==> config.mk <==
export PLATFORM = sky130hd
export DESIGN_NAME = wdrt_top
export DESIGN_NICKNAME = d
export VERILOG_FILES = /design/src/verilog/wdrt_pkg.sv /design/src/verilog/wdrt_stage.sv /design/src/verilog/wdrt_top.sv
export VERILOG_INCLUDE_DIRS = /design/src /design/src/verilog
export SDC_FILE = /design/constraint.sdc
export NUM_CORES = 1
export LEC_CHECK = 0
export BUFFER_PORTS_ARGS = -buffer_cell sky130_fd_sc_hd__buf_4
export CORE_MARGIN = 3
export CORE_UTILIZATION = 40
export CTS_BUF_LIST = sky130_fd_sc_hd__clkbuf_4
export CTS_CLUSTER_DIAMETER = 200
export DETAILED_ROUTE_END_ITERATION = 10
export PLACE_DENSITY = 0.63
export SKIP_CTS_REPAIR_TIMING = 1
export SLEW_MARGIN = 20
export SYNTH_ARGS = -nofsm -noshare
export SYNTH_HDL_FRONTEND = slang
export SYNTH_SLANG_ARGS = --single-unit
==> constraint.sdc <==
create_clock -name clk_in -period 3.05 [get_ports clk_in]
set_clock_uncertainty 0.05 [all_clocks]
set_input_delay 0.305 -clock clk_in [delete_from_list [all_inputs] [get_ports clk_in]]
set_output_delay 0.305 -clock clk_in [all_outputs]
set_load 0.02 [all_outputs]
==> src/verilog/wdrt_defs.svh <==
`ifndef WDRT_DEFS_SVH
`define WDRT_DEFS_SVH

// Register offsets on the sixteen-bit register port.
`define WDRT_CTRL_ADDR 16'hFF36
`define WDRT_STAT_ADDR 16'hFF3E

// Control register field positions.
`define WDRT_EN_BIT 7
`define WDRT_CLR_BIT 6
`define WDRT_BYP2_BIT 5
`define WDRT_BYP3_BIT 4
`define WDRT_RSVD_BIT 3
`define WDRT_FIRST_STAGE_COUNT_MSB 2
`define WDRT_FIRST_STAGE_COUNT_LSB 0

// Status register field positions.
`define WDRT_STAT_RUN_BIT 0
`define WDRT_STAT_ISP_BIT 1
`define WDRT_STAT_FIRE_BIT 2

// Reset values.
`define WDRT_CTRL_RESET 8'h00
`define WDRT_RDATA_RESET 8'h00

// Timing: the system clock period and the base tick of the chain.
`define WDRT_CLK_PERIOD_NS 10
`define WDRT_BASE_TICK_NS 250
`define WDRT_BASE_TICK_CYCLES (`WDRT_BASE_TICK_NS / `WDRT_CLK_PERIOD_NS)

// Modulus of the second stage, and of each of the two dividers that make
// up the third stage, so a full chain spans base * N * 100 * 10000 cycles.
`define WDRT_STAGE2_MOD 8'h64
`define WDRT_STAGE3_MOD 8'h64

// Length of the device reset pulse, in clock cycles.
`define WDRT_RESET_HOLD_CYCLES 16

`endif

==> src/verilog/wdrt_pkg.sv <==
`default_nettype none

package wdrt_pkg;
   typedef logic [15:0] wdrt_addr_type;
   typedef logic [7:0] wdrt_byte_type;
   typedef logic [7:0] wdrt_count_type;
   typedef enum logic [0:0] {
      WDRT_ST_RUN,
      WDRT_ST_FIRE
   } wdrt_state_type;
endpackage : wdrt_pkg

`default_nettype wire

==> src/verilog/wdrt_stage.sv <==
`default_nettype none

// One counter stage: passes one tick on for every modulus ticks it takes.
module wdrt_stage (
   input wire logic clk_in,
   input wire logic rstn_in,
   input wire logic ce_in,
   input wire logic clear_in,
   input wire logic tick_in,
   input wire wdrt_pkg::wdrt_count_type modulus_in,
   output logic tick_out
);
   import wdrt_pkg::*;

   wdrt_count_type count_q;
   wdrt_count_type count_d;
   logic wrap;

   // The stage wraps on the tick that completes its modulus.
   assign wrap = (count_q >= (modulus_in - 8'h01));
   assign tick_out = tick_in & wrap;
   assign count_d = clear_in ? 8'h00 :
                    !tick_in ? count_q :
                    wrap ? 8'h00 : count_q + 8'h01;

   // Count register, frozen while the clock enable is low.
   always_ff @(posedge clk_in or negedge rstn_in) begin
      if (!rstn_in) begin
         count_q <= 8'h00;
      end else if (ce_in) begin
         count_q <= count_d;
      end
   end
endmodule : wdrt_stage

`default_nettype wire

==> src/verilog/wdrt_top.sv <==
`include "wdrt_defs.svh"
// Operation
// Chain overflow asserts full device reset.
// Interval programmable, quarter second to two.
// Bit 7 enables counting, resets off.
// Writing bit 6 high clears all stages.
// Bit 5 routes around second stage.
// Bit 4 routes around third stage.
// Both bypassed: second stage still counts.
// Bits 2:0 set first count 1..8.
// Programming mode forces watchdog off.
// Bit 3 reads zero; overflow resets fields.
`default_nettype none

module wdrt_top (
   input wire logic clk_in,
   input wire logic rstn_in,
   input wire logic ce_in,
   input wire wdrt_pkg::wdrt_addr_type addr_in,
   input wire wdrt_pkg::wdrt_byte_type wdata_in,
   input wire logic wr_in,
   input wire logic rd_in,
   input wire logic in_system_programming_mode_in,
   output wdrt_pkg::wdrt_byte_type rdata_out,
   output logic watchdog_reset_out
);
   import wdrt_pkg::*;

   localparam int BASE_CYCLES = `WDRT_BASE_TICK_CYCLES;
   localparam logic [11:0] BASE_LAST = 12'(BASE_CYCLES - 1);
   localparam int HOLD_CYCLES = `WDRT_RESET_HOLD_CYCLES;
   localparam logic [4:0] HOLD_LAST = 5'(HOLD_CYCLES - 1);

   // Control fields.
   logic watchdog_enable_q;
   logic bypass_second_stage_q;
   logic bypass_third_stage_q;
   logic [2:0] first_stage_count_q;

   // Programming-mode pin synchroniser.
   logic isp_meta_q;
   logic isp_sync_q;

   // Base tick prescaler and reset pulse state.
   logic [11:0] base_cnt_q;
   logic base_tick_q;
   wdrt_state_type state_q;
   wdrt_state_type state_d;
   logic [4:0] hold_cnt_q;
   logic reset_q;
   wdrt_byte_type rdata_q;

   // Decoded bus events.
   logic ctrl_sel;
   logic stat_sel;
   logic ctrl_wr;
   logic clear_req;
   logic active;
   logic chain_clear;
   logic firing;
   logic fire_next;
   wdrt_byte_type ctrl_view;
   wdrt_byte_type stat_view;
   wdrt_byte_type rdata_d;

   // Chain ticks.
   logic first_tick;
   logic second_tick;
   logic third_tick;
   logic third_mid_tick;
   logic into_third;
   logic overflow;
   logic skip_second;
   wdrt_count_type first_mod;

   // Address decode and write effects.
   assign ctrl_sel = (addr_in == `WDRT_CTRL_ADDR);
   assign stat_sel = (addr_in == `WDRT_STAT_ADDR);
   assign ctrl_wr = wr_in & ctrl_sel;
   assign clear_req = ctrl_wr & wdata_in[`WDRT_CLR_BIT];

   // The watchdog runs only when enabled and not in programming mode.
   assign active = watchdog_enable_q & ~isp_sync_q;
   assign firing = (state_q == WDRT_ST_FIRE);
   assign fire_next = (state_d == WDRT_ST_FIRE);

   // Counters restart on a clear, while idle, and while a reset is out.
   assign chain_clear = clear_req | ~active | firing;

   // First stage modulus is the field plus one, giving 1 to 8.
   assign first_mod = {5'h00, first_stage_count_q} + 8'h01;

   // With both bypass bits set only the third stage is skipped.
   assign skip_second = bypass_second_stage_q & ~bypass_third_stage_q;
   assign into_third = skip_second ? first_tick : second_tick;
   assign overflow = bypass_third_stage_q ? into_third : third_tick;

   // Read views; the reserved bit and the write-only clear read zero.
   assign ctrl_view = {watchdog_enable_q, 1'b0, bypass_second_stage_q,
                       bypass_third_stage_q, 1'b0,
                       first_stage_count_q};
   assign stat_view = {5'h00, firing, isp_sync_q, active};
   assign rdata_d = !rd_in ? `WDRT_RDATA_RESET :
                    ctrl_sel ? ctrl_view :
                    stat_sel ? stat_view : `WDRT_RDATA_RESET;

   // Reset pulse sequencing: one overflow starts a fixed-length pulse.
   always_comb begin
      state_d = state_q;
      unique case (state_q)
         WDRT_ST_RUN: begin
            if (overflow && active) begin
               state_d = WDRT_ST_FIRE;
            end
         end
         WDRT_ST_FIRE: begin
            if (hold_cnt_q == HOLD_LAST) begin
               state_d = WDRT_ST_RUN;
            end
         end
      endcase
   end

   // Two flops on the programming-mode pin before any use.
   always_ff @(posedge clk_in or negedge rstn_in) begin
      if (!rstn_in) begin
         isp_meta_q <= 1'b0;
         isp_sync_q <= 1'b0;
      end else if (ce_in) begin
         isp_meta_q <= in_system_programming_mode_in;
         isp_sync_q <= isp_meta_q;
      end
   end

   // Control register; a watchdog reset returns it to its reset value.
   always_ff @(posedge clk_in or negedge rstn_in) begin
      if (!rstn_in) begin
         {watchdog_enable_q, bypass_second_stage_q, bypass_third_stage_q,
          first_stage_count_q} <= 6'h00;
      end else if (ce_in) begin
         if (firing || fire_next) begin
            {watchdog_enable_q, bypass_second_stage_q, bypass_third_stage_q,
             first_stage_count_q} <= 6'h00;
         end else if (ctrl_wr) begin
            watchdog_enable_q <= wdata_in[`WDRT_EN_BIT];
            bypass_second_stage_q <= wdata_in[`WDRT_BYP2_BIT];
            bypass_third_stage_q <= wdata_in[`WDRT_BYP3_BIT];
            first_stage_count_q <=
               wdata_in[`WDRT_FIRST_STAGE_COUNT_MSB:`WDRT_FIRST_STAGE_COUNT_LSB];
         end
      end
   end

   // Base tick prescaler feeding the first stage.
   always_ff @(posedge clk_in or negedge rstn_in) begin
      if (!rstn_in) begin
         base_cnt_q <= 12'h000;
         base_tick_q <= 1'b0;
      end else if (ce_in) begin
         if (chain_clear) begin
            base_cnt_q <= 12'h000;
            base_tick_q <= 1'b0;
         end else if (base_cnt_q == BASE_LAST) begin
            base_cnt_q <= 12'h000;
            base_tick_q <= 1'b1;
         end else begin
            base_cnt_q <= base_cnt_q + 12'h001;
            base_tick_q <= 1'b0;
         end
      end
   end

   // First stage divides by the programmed count.
   wdrt_stage u_first (
      .clk_in(clk_in),
      .rstn_in(rstn_in),
      .ce_in(ce_in),
      .clear_in(chain_clear),
      .tick_in(base_tick_q & active),
      .modulus_in(first_mod),
      .tick_out(first_tick)
   );

   // Second stage.
   wdrt_stage u_second (
      .clk_in(clk_in),
      .rstn_in(rstn_in),
      .ce_in(ce_in),
      .clear_in(chain_clear),
      .tick_in(first_tick),
      .modulus_in(`WDRT_STAGE2_MOD),
      .tick_out(second_tick)
   );

   // Third stage, lower divider; one byte-wide counter is too narrow.
   wdrt_stage u_third (
      .clk_in(clk_in),
      .rstn_in(rstn_in),
      .ce_in(ce_in),
      .clear_in(chain_clear),
      .tick_in(into_third),
      .modulus_in(`WDRT_STAGE3_MOD),
      .tick_out(third_mid_tick)
   );

   // Third stage, upper divider; the pair is bypassed as one.
   wdrt_stage u_third_hi (
      .clk_in(clk_in),
      .rstn_in(rstn_in),
      .ce_in(ce_in),
      .clear_in(chain_clear),
      .tick_in(third_mid_tick),
      .modulus_in(`WDRT_STAGE3_MOD),
      .tick_out(third_tick)
   );

   // Reset pulse state and its length counter.
   always_ff @(posedge clk_in or negedge rstn_in) begin
      if (!rstn_in) begin
         state_q <= WDRT_ST_RUN;
         hold_cnt_q <= 5'h00;
      end else if (ce_in) begin
         state_q <= state_d;
         hold_cnt_q <= firing ? hold_cnt_q + 5'h01 : 5'h00;
      end
   end

   // Registered outputs: the reset line and the read data.
   always_ff @(posedge clk_in or negedge rstn_in) begin
      if (!rstn_in) begin
         reset_q <= 1'b0;
         rdata_q <= `WDRT_RDATA_RESET;
      end else if (ce_in) begin
         reset_q <= fire_next;
         rdata_q <= rdata_d;
      end
   end

   assign watchdog_reset_out = reset_q;
   assign rdata_out = rdata_q;
endmodule : wdrt_top

`default_nettype wire
==> impl_metrics.json, run 1 <==
{
  "synthAdderAreaFrac_pct": 3.90,
  "yosysSeqAreaShare_pct": 46.1,
  "finalHoldViolations": 0,
  "io_buffers": 35,
  "drtIter0Drc": 135,
  "antenna_cells": 0,
  "dpl_cell_area_um2": 3930,
  "min_period_ns": 2.54,
  "path_max_fanout": 10,
  "final_util_pct": 48.5,
  "sw_frac_of_total_pct": 23.6,
  "seqPwrFrac_pct": 57.8,
  "timing.final.crit_share_pct": 83.2,
  "leakagePower_nw": 1.77,
  "synth.mux.area_fraction_pct": 3.62,
  "synth_edf_count": 0,
  "slew_violations": 0,
  "wl_um": 7870,
  "wl_per_cell_um": 15.4,
  "ys_types": 56,
  "status": "finished clean",
  "grt_use_total_pct": 16.7,
  "start_kind": "register",
  "antenna_found_initial": 0,
  "area_growth_syn_to_layout_pct": 15.1,
  "ir_drop_uv": 193,
  "cts_tree": "built",
  "via_per_inst": 5.71,
  "root_buffer": "clkbuf_4",
  "first_global_vias": 2824,
  "max_freq_ghz": 0.394,
  "dp_slack_ns": 0.539,
  "synthSimpleGateAreaFrac_pct": 18.6,
  "ys.flop_type": "dfrtp_1",
  "power_frac_clock_pct": 36.6,
  "pwr-share-comb_pct": 5.7,
  "critPathArrivalTime_ns": 2.84,
  "synth_top_family_by_area": "compound AO/OA/AOI/OAI gates",
  "path_clk_slew_ns": 0.10,
  "postLayoutCellArea_um2": 4060,
  "drive_gt1_share_pct": 19.0,
  "nets": 442,
  "clk_latency_ns": 0.42,
  "fp.dieH_um": 99.9,
  "grt_pass1_wl_um": 13400,
  "overflow": 0,
  "initial_core_util_pct": 42.1,
  "cts_made_buffers": 9,
  "vias": 2911,
  "regArea_um2": 1630,
  "synthXorXnorAreaFrac_pct": 0.744,
  "coreArea_um2": 8380,
  "clock_sinks": 65,
  "synth_compound_area_share_pct": 22.9,
  "internal_power_w": 0.00115,
  "drc": 0,
  "critical_path_required_ns": 3.35,
  "relSlewSlack_pct": 45.4,
  "ios": 39,
  "power.density_nw_per_um2": 369,
  "row_count": 33,
  "cp-end-kind": "register",
  "cts_max_path_buffers": 2,
  "hpwlAfterDp_um": 5510,
  "die_x_um": 99.9,
  "max_cap_violations": 0,
  "grt_max_degree": 66,
  "setup_slack_ns": 0.513,
  "ys_async_sr_fraction_pct": 100,
  "die_area_um2": 9990,
  "ys_seq_elements": 65,
  "min_path_type": "in -> reg",
  "cts_max_level": 3,
  "antenna_left": 0,
  "rsz0062_at_grt": "no",
  "yosys_warnings": 0,
  "fillers": 799,
  "power_switching_w": 0.000354,
  "crit_type": "reg -> reg",
  "gp_congestion": 0.807,
  "tightest_slew_ns": 0.819,
  "avgSynthCellArea_um2": 9.86,
  "setup_tns_ns": 0,
  "dr.pass1.iters": 5,
  "finalSetupViolations": 0,
  "syn-instance-count": 358,
  "multi_input_area_um2": 1760,
  "synth_area_um2": 3530
}
critical path, cell delays in order (launching register included):
cell and delay [ns]:
dfrtp_1 0.41, ha_1 0.25, or4_1 0.45, a31o_1 0.36
a21oi_2 0.16, nor3_1 0.06, buf_4 0.17, nor3_2 0.37
a22o_1 0.20
cell usage in the layout, fill, tap and decap left out, types with 4 or more instances in the layout:
cell / count
o21ai_0: 33
nor3_1: 7
a41oi_1: 6
a31oi_1: 7
buf_4: 46
ha_1: 11
and2_1: 4
nor2_1: 19
dfrtp_1: 65
nor2b_1: 6
inv_1: 16
nand2_1: 22
mux2_2: 6
nand3_1: 13
o2bb2ai_1: 5
nand4_1: 5
mux2i_1: 6
nor4_1: 7
o21ai_1: 4
o31ai_1: 8
clkbuf_4: 10
and3_1: 13
a21oi_1: 13
a22o_1: 22
Yosys cell counts (3+ instances only):
library cell  instances  area, um^2
dfrtp_1              65        1630
o21ai_0              34         170
a22o_1               22         193
nand2_1              22        82.6
nor2_1               19        71.3
inv_1                16        60.1
a21oi_1              13        65.1
and3_1               13        81.3
nand3_1              13        65.1
ha_1                 11         138
clkbuf_1             10        37.5
o31ai_1               8        60.1
a31oi_1               7        43.8
nor3_1                7        35.0
nor4_1                7        43.8
a41oi_1               6        52.6
mux2_2                6        67.6
mux2i_1               6        60.1
nor2b_1               6        37.5
nand4_1               5        31.3
o2bb2ai_1             5        43.8
and2_1                4        25.0
a31o_2                3        26.3
buf_2                 3        15.0
nand4b_1              3        26.3
o21ai_1               3        15.0
or3_1                 3        18.8
or4_1                 3        22.5
per-stage QoR:
step,cells,power (W),hold WS (ns)
global placement,494,0.000968,0.404
floorplan,359,0.000916,-0.0406
CTS,509,0.00152,-0.0476
detailed placement,494,0.000970,0.416
finish,510,0.00150,0.0550
global route,510,0.00156,0.0313
layer usage:
layer / GRT usage (%) / up-vias / wire, um
met5: 0 / - / 0
met4: 5.46 / 0 / 92
met3: 4.31 / 9 / 308
met2: 25.8 / 54 / 3660
met1: 23.0 / 1411 / 3810
li1: - / 1437 / -
final timing paths:
check / slack (ns) / to / startpoint / cells past startpoint
min in group asynchronous: 0.45 / u_first.count_q[5] / rstn_in / 2
max reg2reg: 0.51 / watchdog_enable_q / u_third.count_q[0] / 8
min reg2reg: 0.46 / rdata_out[1] / rdata_out[1] / 1
min: 0.05 / first_stage_count_q[1] / wdata_in[1] / 2
max in group asynchronous: 1.94 / hold_cnt_q[1] / rstn_in / 2
max: 0.51 / watchdog_enable_q / u_third.count_q[0] / 8
logic make-up after synthesis:
kind of cell	Yosys count
and+or+nand+nor	118
AOI/OAI and AO/OA	115
DFF	65
buffers and inverters	33
muxes	12
adders and majority gates	11
xor gates and xnor gates	3
other	1
sequential cells by signal (all words and copies together) (netlist names):
register and cells:
isp_sync_q 1, u_third.count_q 8, u_first.count_q 8, bypass_second_stage_q 1
hold_cnt_q 5, watchdog_reset_out 1, watchdog_enable_q 1, base_tick_q 1
u_second.count_q 8, base_cnt_q 12, bypass_third_stage_q 1, first_stage_count_q 3
rdata_out 6, isp_meta_q 1, u_third_hi.count_q 8
cell type report:
cell class                      count  area share, %
Clock buffer                       10           1.85
Clock inverter                      5           1.17
Inverter                           17           1.57
Multi-Input combinational cell    261           43.4
Sequential cell                    65           40.0
Tap cell                          105           3.23
Timing Repair Buffer               47           8.74
power by group through the flow:
stage          sequential, W  clock (W)  combinational (W)
6_report            0.000867   0.000549          0.0000848
5_1_grt             0.000868   0.000596          0.0000946
4_1_cts             0.000867   0.000569          0.0000862
3_5_place_dp        0.000884          0          0.0000861
3_3_place_gp        0.000884          0          0.0000846
2_1_floorplan       0.000883          0          0.0000324
Power figures use the tool's default switching activity.
==> inputs of run 2 (changes only) <==
ABC_AREA = 1   (was not set)
clock period = 2.55 ns   (was 3.05 ns; I/O delays follow)
==> impl_metrics.json, run 2 <==
{
  "critical_path_required_ns": 2.81,
  "drc": 0,
  "dpl.cell_count": 653,
  "hpwlAfterDp_um": 5970,
  "grt_use_total_pct": 16.4,
  "endpoint": "u_second.count_q[3]",
  "clock_sinks": 65,
  "cp-end-kind": "register",
  "leakagePower_nw": 2.12,
  "start_kind": "register",
  "yosysSeqAreaShare_pct": 41.8,
  "clk_latency_ns": 0.41,
  "critPathArrivalTime_ns": 2.30,
  "avgSynthCellArea_um2": 7.76,
  "crit_path_frequent_cell": "nand2_1",
  "dr.pass1.iters": 4,
  "relSlewSlack_pct": 45.0,
  "tightest_slew_ns": 0.825,
  "antenna_left": 0,
  "cp_top_family": "simple AND/OR/NAND/NOR gates",
  "grt_pass1_wl_um": 14800,
  "ys_types": 45,
  "synth_edf_count": 0,
  "finalHoldViolations": 0,
  "path_clk_slew_ns": 0.11,
  "wl_um": 8180,
  "largest_reg_flops": 12,
  "ys.flop_type": "dfrtp_1",
  "power_frac_clock_pct": 36.8,
  "slew_violations": 0,
  "root_buffer": "clkbuf_4",
  "setup_tns_ns": 0,
  "critPathSlowestCell": "dfrtp_1",
  "wl_met1_um": 3870,
  "die_area_um2": 10900,
  "worstReg2RegEnd": "u_second.count_q[3]",
  "cts_made_buffers": 9,
  "timing.final.crit_share_pct": 79.6,
  "wl_per_cell_um": 12.2,
  "sw_frac_of_total_pct": 27.7,
  "nets": 578,
  "antenna_found_initial": 0,
  "power.density_nw_per_um2": 489,
  "ir_drop_uv": 384,
  "fp.dieH_um": 105,
  "synthTopCellsByCount": "136 x nand2_1, 65 x dfrtp_1, 63 x inv_1",
  "antenna_cells": 0,
  "synth_most_common_cell": "nand2_1",
  "yosys_warnings": 0,
  "path_max_fanout": 11,
  "instances_no_fill": 671,
  "ios": 39,
  "internal_power_w": 0.00156,
  "slowest_delay_ns": 0.41,
  "rrSetupSlack_ns": 0.52,
  "status": "finished clean",
  "vias": 3226,
  "max_freq_ghz": 0.493,
  "overflow": 0,
  "die_x_um": 105,
  "yosysTopAreaCell": "dfrtp_1",
  "io_buffers": 35,
  "worstSetupPathDepth": 12,
  "crit_type": "reg -> reg",
  "initial_core_util_pct": 41.7,
  "coreArea_um2": 9330,
  "met2_length_um": 3990,
  "final_common_cell": "nand2_1",
  "drive_gt1_share_pct": 16.2,
  "cts_max_level": 3,
  "path_cells": "inv_1 -> ha_1 -> o21ai_0 -> nand2_1 -> nand2_1 -> nand2_1 -> nand2_1 -> nand3_1 -> nand2_2 -> inv_1 -> nand2_1 -> o21ai_1",
  "grt_max_degree": 66,
  "area_growth_syn_to_layout_pct": 13.2,
  "via_per_inst": 4.81,
  "cts_max_path_buffers": 2,
  "ys_seq_elements": 65,
  "synth_area_um2": 3890,
  "final_cell_mix": "136 x nand2_1, 65 x dfrtp_1, 63 x inv_1, 51 x nor2_1, 39 x nand3_1",
  "finalSetupViolations": 0,
  "first_global_vias": 3180,
  "cts_tree": "built",
  "crit_start": "u_first.count_q[0]",
  "r2r_start": "u_first.count_q[0]",
  "gp_congestion": 0.810,
  "min_path_type": "in -> reg",
  "syn-instance-count": 501,
  "max_flop_register": "base_cnt_q",
  "yosys-top-cells-area": "dfrtp_1 42%, nand2_1 13%, inv_1 6.1%",
  "max_cap_violations": 0,
  "min_period_ns": 2.03,
  "drtIter0Drc": 184,
  "ys_async_sr_fraction_pct": 100,
  "pwr-share-comb_pct": 11.4,
  "row_count": 35,
  "worst-path-buf-inv": 2,
  "seqPwrFrac_pct": 51.8,
  "top_layer": "met4",
  "route.met3.wl_um": 244,
  "rsz0062_at_grt": "no",
  "power_switching_w": 0.000596,
  "ff2ff_path_depth": 12,
  "synth_top_cell_area_share_pct": 41.8
}
## run 2: layout make-up
class / count / area (um^2)
clock buffers: 9 / 67.6
multi-input cells: 357 / 1910
flip-flops and latches: 65 / 1630
inverters: 66 / 250
clock inverters: 7 / 95.1
fillers: 961 / 4930
repair buffers: 38 / 290
well taps: 129 / 161
## run 2: cell families (layout without fill, tap and decap cells)
kind of cell	count (synthesis)	after routing	share of synthesized area [%]
AOI/OAI and AO/OA	55	55	9.30
xor gates and xnor gates	11	11	2.48
adders and majority gates	11	11	3.54
buffers and inverters	80	120	9.11
DFF	65	65	41.8
other	1	2	0.0965
and+or+nand+nor	278	278	33.6
## run 2: worst min-delay path: cells and delay by family
kind | cells | cell delay [ns]
simple gates | 2 | 0.14
buf+inv | 1 | 0.08
## run 2: worst min-delay path by stage
stage | end | startpoint | cells after the start | slack [ns]
finish | first_stage_count_q[0] | wdata_in[0] | 3 | 0.03
global placement | u_third.count_q[3] | rstn_in | 1 | 0.37
floorplan | base_cnt_q[0] | rstn_in | 0 | -0.09
global route | bypass_third_stage_q | wdata_in[4] | 3 | 0.02
detailed placement | u_third.count_q[3] | rstn_in | 1 | 0.37
CTS | u_third.count_q[3] | rstn_in | 1 | -0.11
## run 2: stage by stage
stage	setup WS [ns]	instance area, um^2	hold WS (ns)	util [%]	power [W]
2_1_floorplan	0.830	3890	-0.0906	-	0.00128
3_3_place_gp	0.544	4220	0.371	45.2	0.00138
3_5_place_dp	0.514	4220	0.369	45.2	0.00139
4_1_cts	0.507	4380	-0.107	47.0	0.00220
5_1_grt	0.222	4400	0.0220	47.2	0.00228
6_report	0.520	4400	0.0291	47.2	0.00215
## run 2: power by group through the flow
| stage | clock, W | combinational (W) | sequential, W |
|---|---|---|---|
| final | 0.000792 | 0.000246 | 0.00112 |
| after global placement | 0 | 0.000243 | 0.00113 |
| after floorplan | 0 | 0.000144 | 0.00114 |
| after CTS | 0.000831 | 0.000252 | 0.00112 |
| after detailed placement | 0 | 0.000251 | 0.00114 |
| after global routing | 0.000870 | 0.000284 | 0.00112 |
## run 2: routing by layer
metal	GRT usage (%)	vias to the layer above
met1	20.8	1494
met2	27.9	38
li1	-	1688
met4	3.75	0
met3	4.26	6
met5	0	-
